<file path="config.mk">
export PLATFORM = sky130hd
export DESIGN_NAME = uevp_top
export DESIGN_NICKNAME = d
export VERILOG_FILES = /design/src/core/uevp_pkg.sv /design/src/core/uevp_evt_if.sv /design/src/core/uevp_flag_bank.sv /design/src/core/uevp_cts_router.sv /design/src/core/uevp_top.sv
export SDC_FILE = /design/constraint.sdc
export NUM_CORES = 1
export LEC_CHECK = 0
export BUFFER_PORTS_ARGS = -buffer_cell sky130_fd_sc_hd__buf_4
export CAP_MARGIN = 20
export CORE_UTILIZATION = 44
export DETAILED_ROUTE_END_ITERATION = 10
export PLACE_DENSITY = 0.8
export SETUP_SLACK_MARGIN = 0.02
export SLEW_MARGIN = 20
export SYNTH_ARGS = -nofsm -noshare
export SYNTH_HDL_FRONTEND = slang
export SYNTH_HIERARCHICAL = 1
export SYNTH_SLANG_ARGS = --single-unit
</file>
<file path="constraint.sdc">
create_clock -name core_clk_i -period 2.4 [get_ports core_clk_i]
set_input_delay 0.48 -clock core_clk_i [delete_from_list [all_inputs] [get_ports core_clk_i]]
set_output_delay 0.48 -clock core_clk_i [all_outputs]
set_load 0.1 [all_outputs]
</file>
<file path="src/core/uevp_pkg.sv">
// Package with register map, field layout and reset values of the event and publish block
package uevp_pkg;
  localparam int          UEVP_ADDR_W         = 12;
  localparam logic [11:0] UEVP_OFF_TX_BYTE    = 12'h11c;
  localparam logic [11:0] UEVP_OFF_TX_DONE    = 12'h120;
  localparam logic [11:0] UEVP_OFF_ERROR      = 12'h124;
  localparam logic [11:0] UEVP_OFF_RX_TMO     = 12'h144;
  localparam logic [11:0] UEVP_OFF_RX_BEGUN   = 12'h14c;
  localparam logic [11:0] UEVP_OFF_TX_BEGUN   = 12'h150;
  localparam logic [11:0] UEVP_OFF_TX_HALTED  = 12'h158;
  localparam logic [11:0] UEVP_OFF_CTS_ROUTE  = 12'h180;
  localparam int          UEVP_NUM_FLAGS      = 7;
  localparam int          UEVP_CHANNEL_INDEX_W        = 4;
  localparam int          UEVP_CHANNEL_INDEX_LSB      = 0;
  localparam int          UEVP_EN_BIT         = 31;
  localparam int          UEVP_NUM_CH         = 16;
  localparam logic [31:0] UEVP_FLAG_RESET     = 32'h0000_0000;
  localparam logic [31:0] UEVP_ROUTE_RESET    = 32'h0000_0000;
  localparam logic        UEVP_CTS_ACTIVE_LVL = 1'b0;
  // Flag slot order inside the flag vector
  localparam int UEVP_F_TX_BYTE   = 0;
  localparam int UEVP_F_TX_DONE   = 1;
  localparam int UEVP_F_ERROR     = 2;
  localparam int UEVP_F_RX_TMO    = 3;
  localparam int UEVP_F_RX_BEGUN  = 4;
  localparam int UEVP_F_TX_BEGUN  = 5;
  localparam int UEVP_F_TX_HALTED = 6;

  // Map an offset to its flag slot; returns UEVP_NUM_FLAGS for no flag
  function automatic int uevp_flag_slot(input logic [11:0] off);
    unique case (off)
      UEVP_OFF_TX_BYTE:   return UEVP_F_TX_BYTE;
      UEVP_OFF_TX_DONE:   return UEVP_F_TX_DONE;
      UEVP_OFF_ERROR:     return UEVP_F_ERROR;
      UEVP_OFF_RX_TMO:    return UEVP_F_RX_TMO;
      UEVP_OFF_RX_BEGUN:  return UEVP_F_RX_BEGUN;
      UEVP_OFF_TX_BEGUN:  return UEVP_F_TX_BEGUN;
      UEVP_OFF_TX_HALTED: return UEVP_F_TX_HALTED;
      default:            return UEVP_NUM_FLAGS;
    endcase
  endfunction
endpackage

</file>
<file path="src/core/uevp_evt_if.sv">
// Interface carrying event pulses and flag clear strobes between the top and the flag bank
`timescale 1ns/1ns
`default_nettype none
interface uevp_evt_if #(parameter int N = 7);
  logic [N-1:0] set_pulse;
  logic [N-1:0] clr_strobe;
  logic [N-1:0] flag;
  modport bank (input set_pulse, input clr_strobe, output flag);
  modport ctl  (output set_pulse, output clr_strobe, input flag);
endinterface
`default_nettype wire

</file>
<file path="src/core/uevp_flag_bank.sv">
// Bank of sticky event flags, set by hardware and cleared by software
`timescale 1ns/1ns
`default_nettype none
module uevp_flag_bank
  import uevp_pkg::*;
#(
  parameter int N = UEVP_NUM_FLAGS
) (
  input  wire logic   core_clk_i,
  input  wire logic   resetn_i,
  uevp_evt_if.bank    evt
);
  typedef struct packed {
    logic [N-1:0] flag;
  } uevp_bank_state_type;

  uevp_bank_state_type st_r;
  uevp_bank_state_type st_nxt;

  always_comb begin
    st_nxt = st_r;
    for (int i = 0; i < N; i++) begin
      // Set beats clear so an event landing on the clear write is kept
      if (evt.set_pulse[i]) begin
        st_nxt.flag[i] = 1'b1;
      end else if (evt.clr_strobe[i]) begin
        st_nxt.flag[i] = 1'b0;
      end
    end
  end

  always_ff @(posedge core_clk_i) begin
    if (!resetn_i) begin
      st_r <= '0;
    end else begin
      st_r <= st_nxt;
    end
  end

  assign evt.flag = st_r.flag;
endmodule
`default_nettype wire

</file>
<file path="src/core/uevp_cts_router.sv">
// Clear-to-send edge detector and publish router onto interconnect channels
`timescale 1ns/1ns
`default_nettype none
module uevp_cts_router
  import uevp_pkg::*;
#(
  parameter int NCH = UEVP_NUM_CH
) (
  input  wire logic                    core_clk_i,
  input  wire logic                    resetn_i,
  input  wire logic                    cts_i,
  input  wire logic                    route_en_i,
  input  wire logic [UEVP_CHANNEL_INDEX_W-1:0] route_channel_index_i,
  output logic                         cts_event_o,
  output logic [NCH-1:0]               channel_o
);
  typedef struct packed {
    logic           cts_prev;
    logic           evt;
    logic [NCH-1:0] ch;
  } uevp_rt_state_type;

  uevp_rt_state_type st_r;
  uevp_rt_state_type st_nxt;
  logic              fall;

  always_comb begin
    st_nxt          = st_r;
    st_nxt.cts_prev = cts_i;
    // Event on the line going to its active low level
    fall            = (cts_i == UEVP_CTS_ACTIVE_LVL) && (st_r.cts_prev != UEVP_CTS_ACTIVE_LVL);
    st_nxt.evt      = fall;
    st_nxt.ch       = '0;
    if (fall && route_en_i) begin
      st_nxt.ch[route_channel_index_i] = 1'b1;
    end
  end

  always_ff @(posedge core_clk_i) begin
    if (!resetn_i) begin
      // Idle level high keeps a reset release from faking an event
      st_r <= '{cts_prev: 1'b1, evt: 1'b0, ch: '0};
    end else begin
      st_r <= st_nxt;
    end
  end

  assign cts_event_o = st_r.evt;
  assign channel_o   = st_r.ch;
endmodule
`default_nettype wire

</file>
<file path="src/core/uevp_top.sv">
// Event flag and clear-to-send publish registers of the serial port, APB slave
// Function
// - Transmit-done flag sets when the last buffer byte has left the line.
// - Receiver-started flag sets when reception actually begins.
// - Transmitter-started flag sets when transmission actually begins.
// - Publish enable bit gates forwarding of clear-to-send events.
// - Forwarded events go to the channel indexed by low field; reset zero.
// - Clear-to-send event is raised when the remote pulls the line low.
`timescale 1ns/1ns
`default_nettype none
module uevp_top
  import uevp_pkg::*;
#(
  parameter int NCH = UEVP_NUM_CH
) (
  input  wire logic                   core_clk_i,
  input  wire logic                   resetn_i,
  input  wire logic                   psel_i,
  input  wire logic                   penable_i,
  input  wire logic                   pwrite_i,
  input  wire logic [UEVP_ADDR_W-1:0] paddr_i,
  input  wire logic [31:0]            pwdata_i,
  output logic      [31:0]            prdata_o,
  output logic                        pready_o,
  output logic                        pslverr_o,
  input  wire logic                   tx_byte_sent_i,
  input  wire logic                   tx_buffer_done_i,
  input  wire logic                   error_i,
  input  wire logic                   rx_timeout_i,
  input  wire logic                   rx_begun_i,
  input  wire logic                   tx_begun_i,
  input  wire logic                   tx_halted_i,
  input  wire logic                   cts_i,
  output logic                        cts_event_o,
  output logic      [NCH-1:0]         channel_o
);
  typedef struct packed {
    logic [31:0] route;
    logic [31:0] rdata;
    logic        ready;
    logic        err;
  } uevp_top_state_type;

  uevp_top_state_type st_r;
  uevp_top_state_type st_nxt;

  uevp_evt_if #(.N(UEVP_NUM_FLAGS)) evt ();

  logic acc;
  logic wr_acc;
  int   slot;

  // Events from the data path, one cycle pulses
  always_comb begin
    evt.set_pulse                   = '0;
    evt.set_pulse[UEVP_F_TX_BYTE]   = tx_byte_sent_i;
    evt.set_pulse[UEVP_F_TX_DONE]   = tx_buffer_done_i;
    evt.set_pulse[UEVP_F_ERROR]     = error_i;
    evt.set_pulse[UEVP_F_RX_TMO]    = rx_timeout_i;
    evt.set_pulse[UEVP_F_RX_BEGUN]  = rx_begun_i;
    evt.set_pulse[UEVP_F_TX_BEGUN]  = tx_begun_i;
    evt.set_pulse[UEVP_F_TX_HALTED] = tx_halted_i;
  end

  // Transfer is taken in the first access cycle; ready is a registered pulse one cycle later,
  // so acc is gated by ready low to take each transfer exactly once
  assign acc    = psel_i && penable_i && !st_r.ready;
  assign wr_acc = acc && pwrite_i;
  assign slot   = uevp_flag_slot(paddr_i);

  always_comb begin
    evt.clr_strobe = '0;
    // Writing 0 clears; writing 1 is ignored so software cannot fake an event
    if (wr_acc && slot < UEVP_NUM_FLAGS && !pwdata_i[0]) begin
      evt.clr_strobe[slot] = 1'b1;
    end
  end

  always_comb begin
    st_nxt       = st_r;
    st_nxt.ready = acc;
    st_nxt.err   = 1'b0;
    st_nxt.rdata = '0;
    if (acc) begin
      if (slot < UEVP_NUM_FLAGS) begin
        st_nxt.rdata = {31'h0000_0000, evt.flag[slot]};
      end else if (paddr_i == UEVP_OFF_CTS_ROUTE) begin
        if (pwrite_i) begin
          // Only the enable bit and channel index field are kept
          st_nxt.route                 = '0;
          st_nxt.route[UEVP_EN_BIT]    = pwdata_i[UEVP_EN_BIT];
          st_nxt.route[UEVP_CHANNEL_INDEX_W-1:UEVP_CHANNEL_INDEX_LSB] =
            pwdata_i[UEVP_CHANNEL_INDEX_W-1:UEVP_CHANNEL_INDEX_LSB];
        end
        st_nxt.rdata = st_r.route;
      end else begin
        st_nxt.err = 1'b1;
      end
      if (pwrite_i) begin
        st_nxt.rdata = '0;
      end
    end
  end

  always_ff @(posedge core_clk_i) begin
    if (!resetn_i) begin
      st_r <= '{route: UEVP_ROUTE_RESET, rdata: UEVP_FLAG_RESET, ready: 1'b0, err: 1'b0};
    end else begin
      st_r <= st_nxt;
    end
  end

  uevp_flag_bank #(.N(UEVP_NUM_FLAGS)) u_flags (
    .core_clk_i (core_clk_i),
    .resetn_i   (resetn_i),
    .evt        (evt.bank)
  );

  uevp_cts_router #(.NCH(NCH)) u_cts (
    .core_clk_i    (core_clk_i),
    .resetn_i      (resetn_i),
    .cts_i         (cts_i),
    .route_en_i    (st_r.route[UEVP_EN_BIT]),
    .route_channel_index_i (st_r.route[UEVP_CHANNEL_INDEX_W-1:UEVP_CHANNEL_INDEX_LSB]),
    .cts_event_o   (cts_event_o),
    .channel_o     (channel_o)
  );

  assign prdata_o  = st_r.rdata;
  assign pready_o  = st_r.ready;
  assign pslverr_o = st_r.err;
endmodule
`default_nettype wire

</file>
======== Word-level counts from Yosys, hierarchy flattened ========
Cells that the tools add are included.
storage, ports and cells
  bits in registers ....................... 37
  bits of input ports ..................... 57
  output and inout bits ................... 51
  word-level logic and storage cells ...... 82
cells by class
  $lt $le $gt $ge ......................... 5
  eq/ne operators ......................... 8
  mux-type cells .......................... 26
  bitwise logic cells ..................... 5
  reductions and logical operators ........ 23
operators with widths
  kind                 number
  $eq 12x9->1 const B  8
  $ge 32x1->1 const B  1
  $lt 32x4->1 const B  1
  $lt 32x5->1 const B  1
  $mux 1               21
  $pmux 3 s7           1
  $reduce_bool 2->1    7
  $logic_and 1x1->1    9
  $mux 7               1
  $reduce_or 3->1      2
  $lt 4x5->1 const B   1
  $not 1->1            5
  $reduce_or 5->1      1
  $demux 1 s4          1
  $ge 4x1->1 const B   1
  $reduce_and 4->1     1
  $bmux 1 s3           1
  $demux 1 s3          1
  $logic_not 1->1      2
  $reduce_and 2->1     1

======== Depth between registers and ports, before layout ========
  depth after elaboration ................. 9
  depth in mapped cells ................... 9
  mapped depth without buffers ............ 8

======== Cells and area by module ========
The synthesis kept the hierarchy.
by module, submodules not included
  module           times used  cells an instance  area an instance (µm²)  sequential area each (µm²)
  uevp_top         1           127                1,026.0                 240.2
  uevp_cts_router  1           62                 650.6                   360.3
  uevp_flag_bank   1           21                 236.5                   140.1

======== Worst setup path after synthesis ========
OpenSTA, ideal clock, no wires.
  kind .................................... input -> register
  from .................................... input port paddr_i[6]
  to ...................................... register st_r (netlist bit prdata_o[0])
  library setup time ...................... 120 ps
  arrival time ............................ 1,835 ps
  required time ........................... 2,280 ps
  setup slack ............................. 445 ps
  stages on the path ...................... 6
  buffers on the path ..................... 1
  path through ............................ buf_4 or3b_4 o22ai_2 mux2i_1 o22ai_1 o31a_1
on the way
  longest elaborated chain between the ends .. 6
  elaborated cells between the ends (all ways) .. 15
  those cells by class .................... order compare (1); eq/ne (8); mux (6)
ends and longest elaborated chain
  what                                                 RTL line         RTL
  from (decl)                                          uevp_top.sv:21   input wire logic [UEVP_ADDR_W-1:0] paddr_i,
  branches (longest 5 deep; another with $lt 32x4->1)  --
  $mux 1 *                                             uevp_top.sv:85   if (slot < UEVP_NUM_FLAGS) begin
  to (signal assigned)                                 uevp_top.sv:107  st_r <= '{route: UEVP_ROUTE_RESET, rdata: UEVP_FLAG_RESET, ready: 1'b0, err: 1'b0};
  to (signal assigned)                                 uevp_top.sv:109  st_r <= st_nxt;
  to (decl)                                            uevp_top.sv:44   uevp_top_state_type st_r;
Mark *: on every way between the ends. The select of a mux whose other input is x is not followed.
A chain may end at the register's enable or synchronous reset.

======== Worst setup path after layout ========
  from .................................... input port paddr_i[4]
  to ...................................... register st_r (netlist bit prdata_o[0])
The elaborated chain is that of the path after synthesis.

==> impl_results.md <==
- Outcome: finished clean
- Die Area: about 4600 sq um
- HP Class: primary input to register
- DRT antenna net count: 0
- Fin. max-slew vios: 0
- Cts hold-fix bufs: 0
- Clock Pin Slew Worst Setup and Hold Paths: approximately 0.08 ns
- Starting DRC count in detailed routing: 91
- Synth Instances: 210
- Fillers: 400
- Latest clock arrival within the worst-skew pair: between 0.2 and 0.3 ns
- H-tree depth: 2
- Fin crit share: between 70 and 80%
- Area Growth Syn to Fin: 15.4%
- Initial antenna violation count: 0
- Clk_skew: roughly 0.0077 ns
- PwrDens: between 600 and 700 nW/um^2
- Number of antenna repair diodes: 0
- Setup bufs post-CTS: 0
- RSZ-0062 raised after global routing: no
- Clock Tree Buf Depth: 2
- Critical path arrival: 2.06 ns
- Yosys reg bits: 37
- Final setup TNS: 0 ns
- Post-DP HPWL: 2590 um
- Syn_area_per_cell: approximately 9.1 sq um
- Worst Setup SP: paddr_i[4]
- Drt wl/cell: around 11 um
- Synth cell types: 39
- Die height: around 68 um
- CTS tree: built
- Total GRT Usage: around 16%
- Max Fclk: between 500 and 600 MHz
- Seq/Total Area, Yosys: between 30 and 40%
- Crit path kind: primary input to register
- RePlAce Congestion: ~0.88
- Hold WS: approximately 0.39 ns
- Pleak: between 0.9 and 1 nW
- Core Region: about 4000 sq um
- Crit. End Element: register
- PortBufs: 53
- Die Wd: a little under 70 um
- Vias/cell: roughly 4.7
- Vias in the first global route: approximately 1300
- Crit path max fanout: 10
- Initial Util: 46.8%
- Synth warn: 6
- Mapped Area: around 1900 sq um
- Final wirelength: about 3400 um
- Worst Setup EP: prdata_o[0]
- Clock sink count: 37
- Max cap viols: 0
- Commonest non-fill, non-tap cells in the layout: buf_4, dfxtp_1, conb_1, nor2_1, nand2_1
- Tot Pwr: 0.00148 W
- Setup slack, reg-to-reg: about 0.98 ns
- Fin nets: 302
- DR pass1 iterations: 4
- Vias: about 1400
- Crit path time final: approximately 1.9 ns
- Final setup violation count: 0
- Critical R2R Launch: pready_o
- Largest net degree at the start of global routing: 17
- Max IR drop VDD: around 0.46 mV
- DRC errors left: 0
- Hold Crit Start: rx_timeout_i
- Cts bufs inserted: 5
- Startpoint Class: primary input
- Io pins: between 100 and 150
- Post-cts sizing count: 0
- Fin. Hold Viols: 0
- Most common cell after layout, fill and taps aside: buf_4
- Reg2reg path depth: 7
- Fraction of layout cells with a size suffix above 1: between 20% and 30%
- FP Rows: 23
- First-pass GRT wire length: between 5000 and 6000 um
- GRT overflow: 0
- Worst Path Required: roughly 2.6 ns
- R2R Path End: u_flags/evt.flag[6]
- CTS Root Buffer Type: clkbuf_8
-- per-stage QoR --
step	area [sq um]	setup WS (ns)	std cells	util (%)
2_1_floorplan	2010	0.445	236	-
3_3_place_gp	2090	0.285	288	51.2
3_5_place_dp	2090	0.239	288	51.2
4_1_cts	2210	0.548	296	54.0
5_1_grt	2210	0.452	296	54.0
6_report	2210	0.526	296	54.0
-- metal layers --
metal | GRT usage [%] | wire length (um) | vias up
met1 | 17.3 | 1440 | 628
met4 | 6.77 | 37 | 0
met5 | 0 | 0 | -
li1 | - | - | 706
met3 | 5.00 | 231 | 5
met2 | 29.8 | 1690 | 56
-- worst max-delay path, stage by stage --
cell and delay, ns:
buf_4 0.15, or3b_4 0.41, o22ai_2 0.34, mux2i_1 0.25
o22ai_1 0.11, o31a_1 0.32
-- how the worst min path moves through the flow --
stage	end	depth (start not counted)	slack (ns)
floorplan	u_cts/cts_event_o	2	0.44
global placement	u_cts/cts_event_o	2	0.46
detailed placement	u_cts/cts_event_o	2	0.47
CTS	u_flags/evt.flag[3]	2	0.39
global route	u_flags/evt.flag[1]	2	0.39
finish	u_flags/evt.flag[3]	2	0.39
-- power breakdown --
part | leakage [nW] | internal [W] | switching, W
combinational | 0.565 | 0.0000609 | 0.000244
sequential | 0.301 | 0.000625 | 0.00000475
clock | 0.0543 | 0.000311 | 0.000230
-- cell usage after synthesis --
master	n	area share [%]
buf_4	50	20
dfxtp_1	37	39
nor2_1	15	2.9
nand2_1	13	2.6
nor2b_1	12	3.9
nor3_1	10	2.6
mux2i_1	8	4.2
nand2b_1	7	2.3
nor4_1	7	2.3
o21a_1	7	2.7
and2_1	4	1.3
nand3_1	3	0.78
nor4b_1	3	1.4
a21boi_0	2	0.78
a21oi_1	2	0.52
a31oi_1	2	0.65
buf_2	2	0.52
inv_1	2	0.39
o21ai_0	2	0.52
o22ai_1	2	0.65
or4_1	2	0.78
a2111oi_4	1	1.4
and2b_2	1	0.46
buf_6	1	0.59
clkbuf_2	1	0.26
conb_1	1	0.20
nand3b_1	1	0.39
nand4b_1	1	0.46
nand4b_4	1	1.2
nor3_2	1	0.52
nor3b_1	1	0.39
o22ai_2	1	0.65
o31a_1	1	0.46
o31a_2	1	0.52
or2b_1	1	0.39
or3_1	1	0.33
or3b_4	1	0.59
xnor2_1	1	0.46
xor2_1	1	0.46
-- layout make-up --
| cell class | count | area [sq um] | share of cell area, % |
|---|---|---|---|
| Clock inverter | 3 | 46.3 | 2.10 |
| Clock buffer | 5 | 68.8 | 3.12 |
| Timing Repair Buffer | 56 | 420 | 19.0 |
| Inverter | 2 | 7.51 | 0.340 |
| Multi-Input combinational cell | 143 | 861 | 39.0 |
| Sequential cell | 37 | 741 | 33.6 |
| Tap cell | 50 | 62.6 | 2.83 |
-- state kept, by name (all words and copies together) (netlist names) --
name / cells
pready_o: 1
u_cts/channel_o: 16
u_flags/evt.flag: 7
u_cts/cts_event_o: 1
st_r: 5
u_cts/st_r: 1
pslverr_o: 1
prdata_o: 5
-- kinds of logic after synthesis --
family	Yosys count	share of synthesized area (%)
mux	8	4.19
compound gates	21	8.96
xor+xnor	2	0.916
buf+inv	56	21.4
other cells	1	0.196
simple gates	85	25.6
flops	37	38.7
No activity file was read; power rests on OpenSTA's default activity.
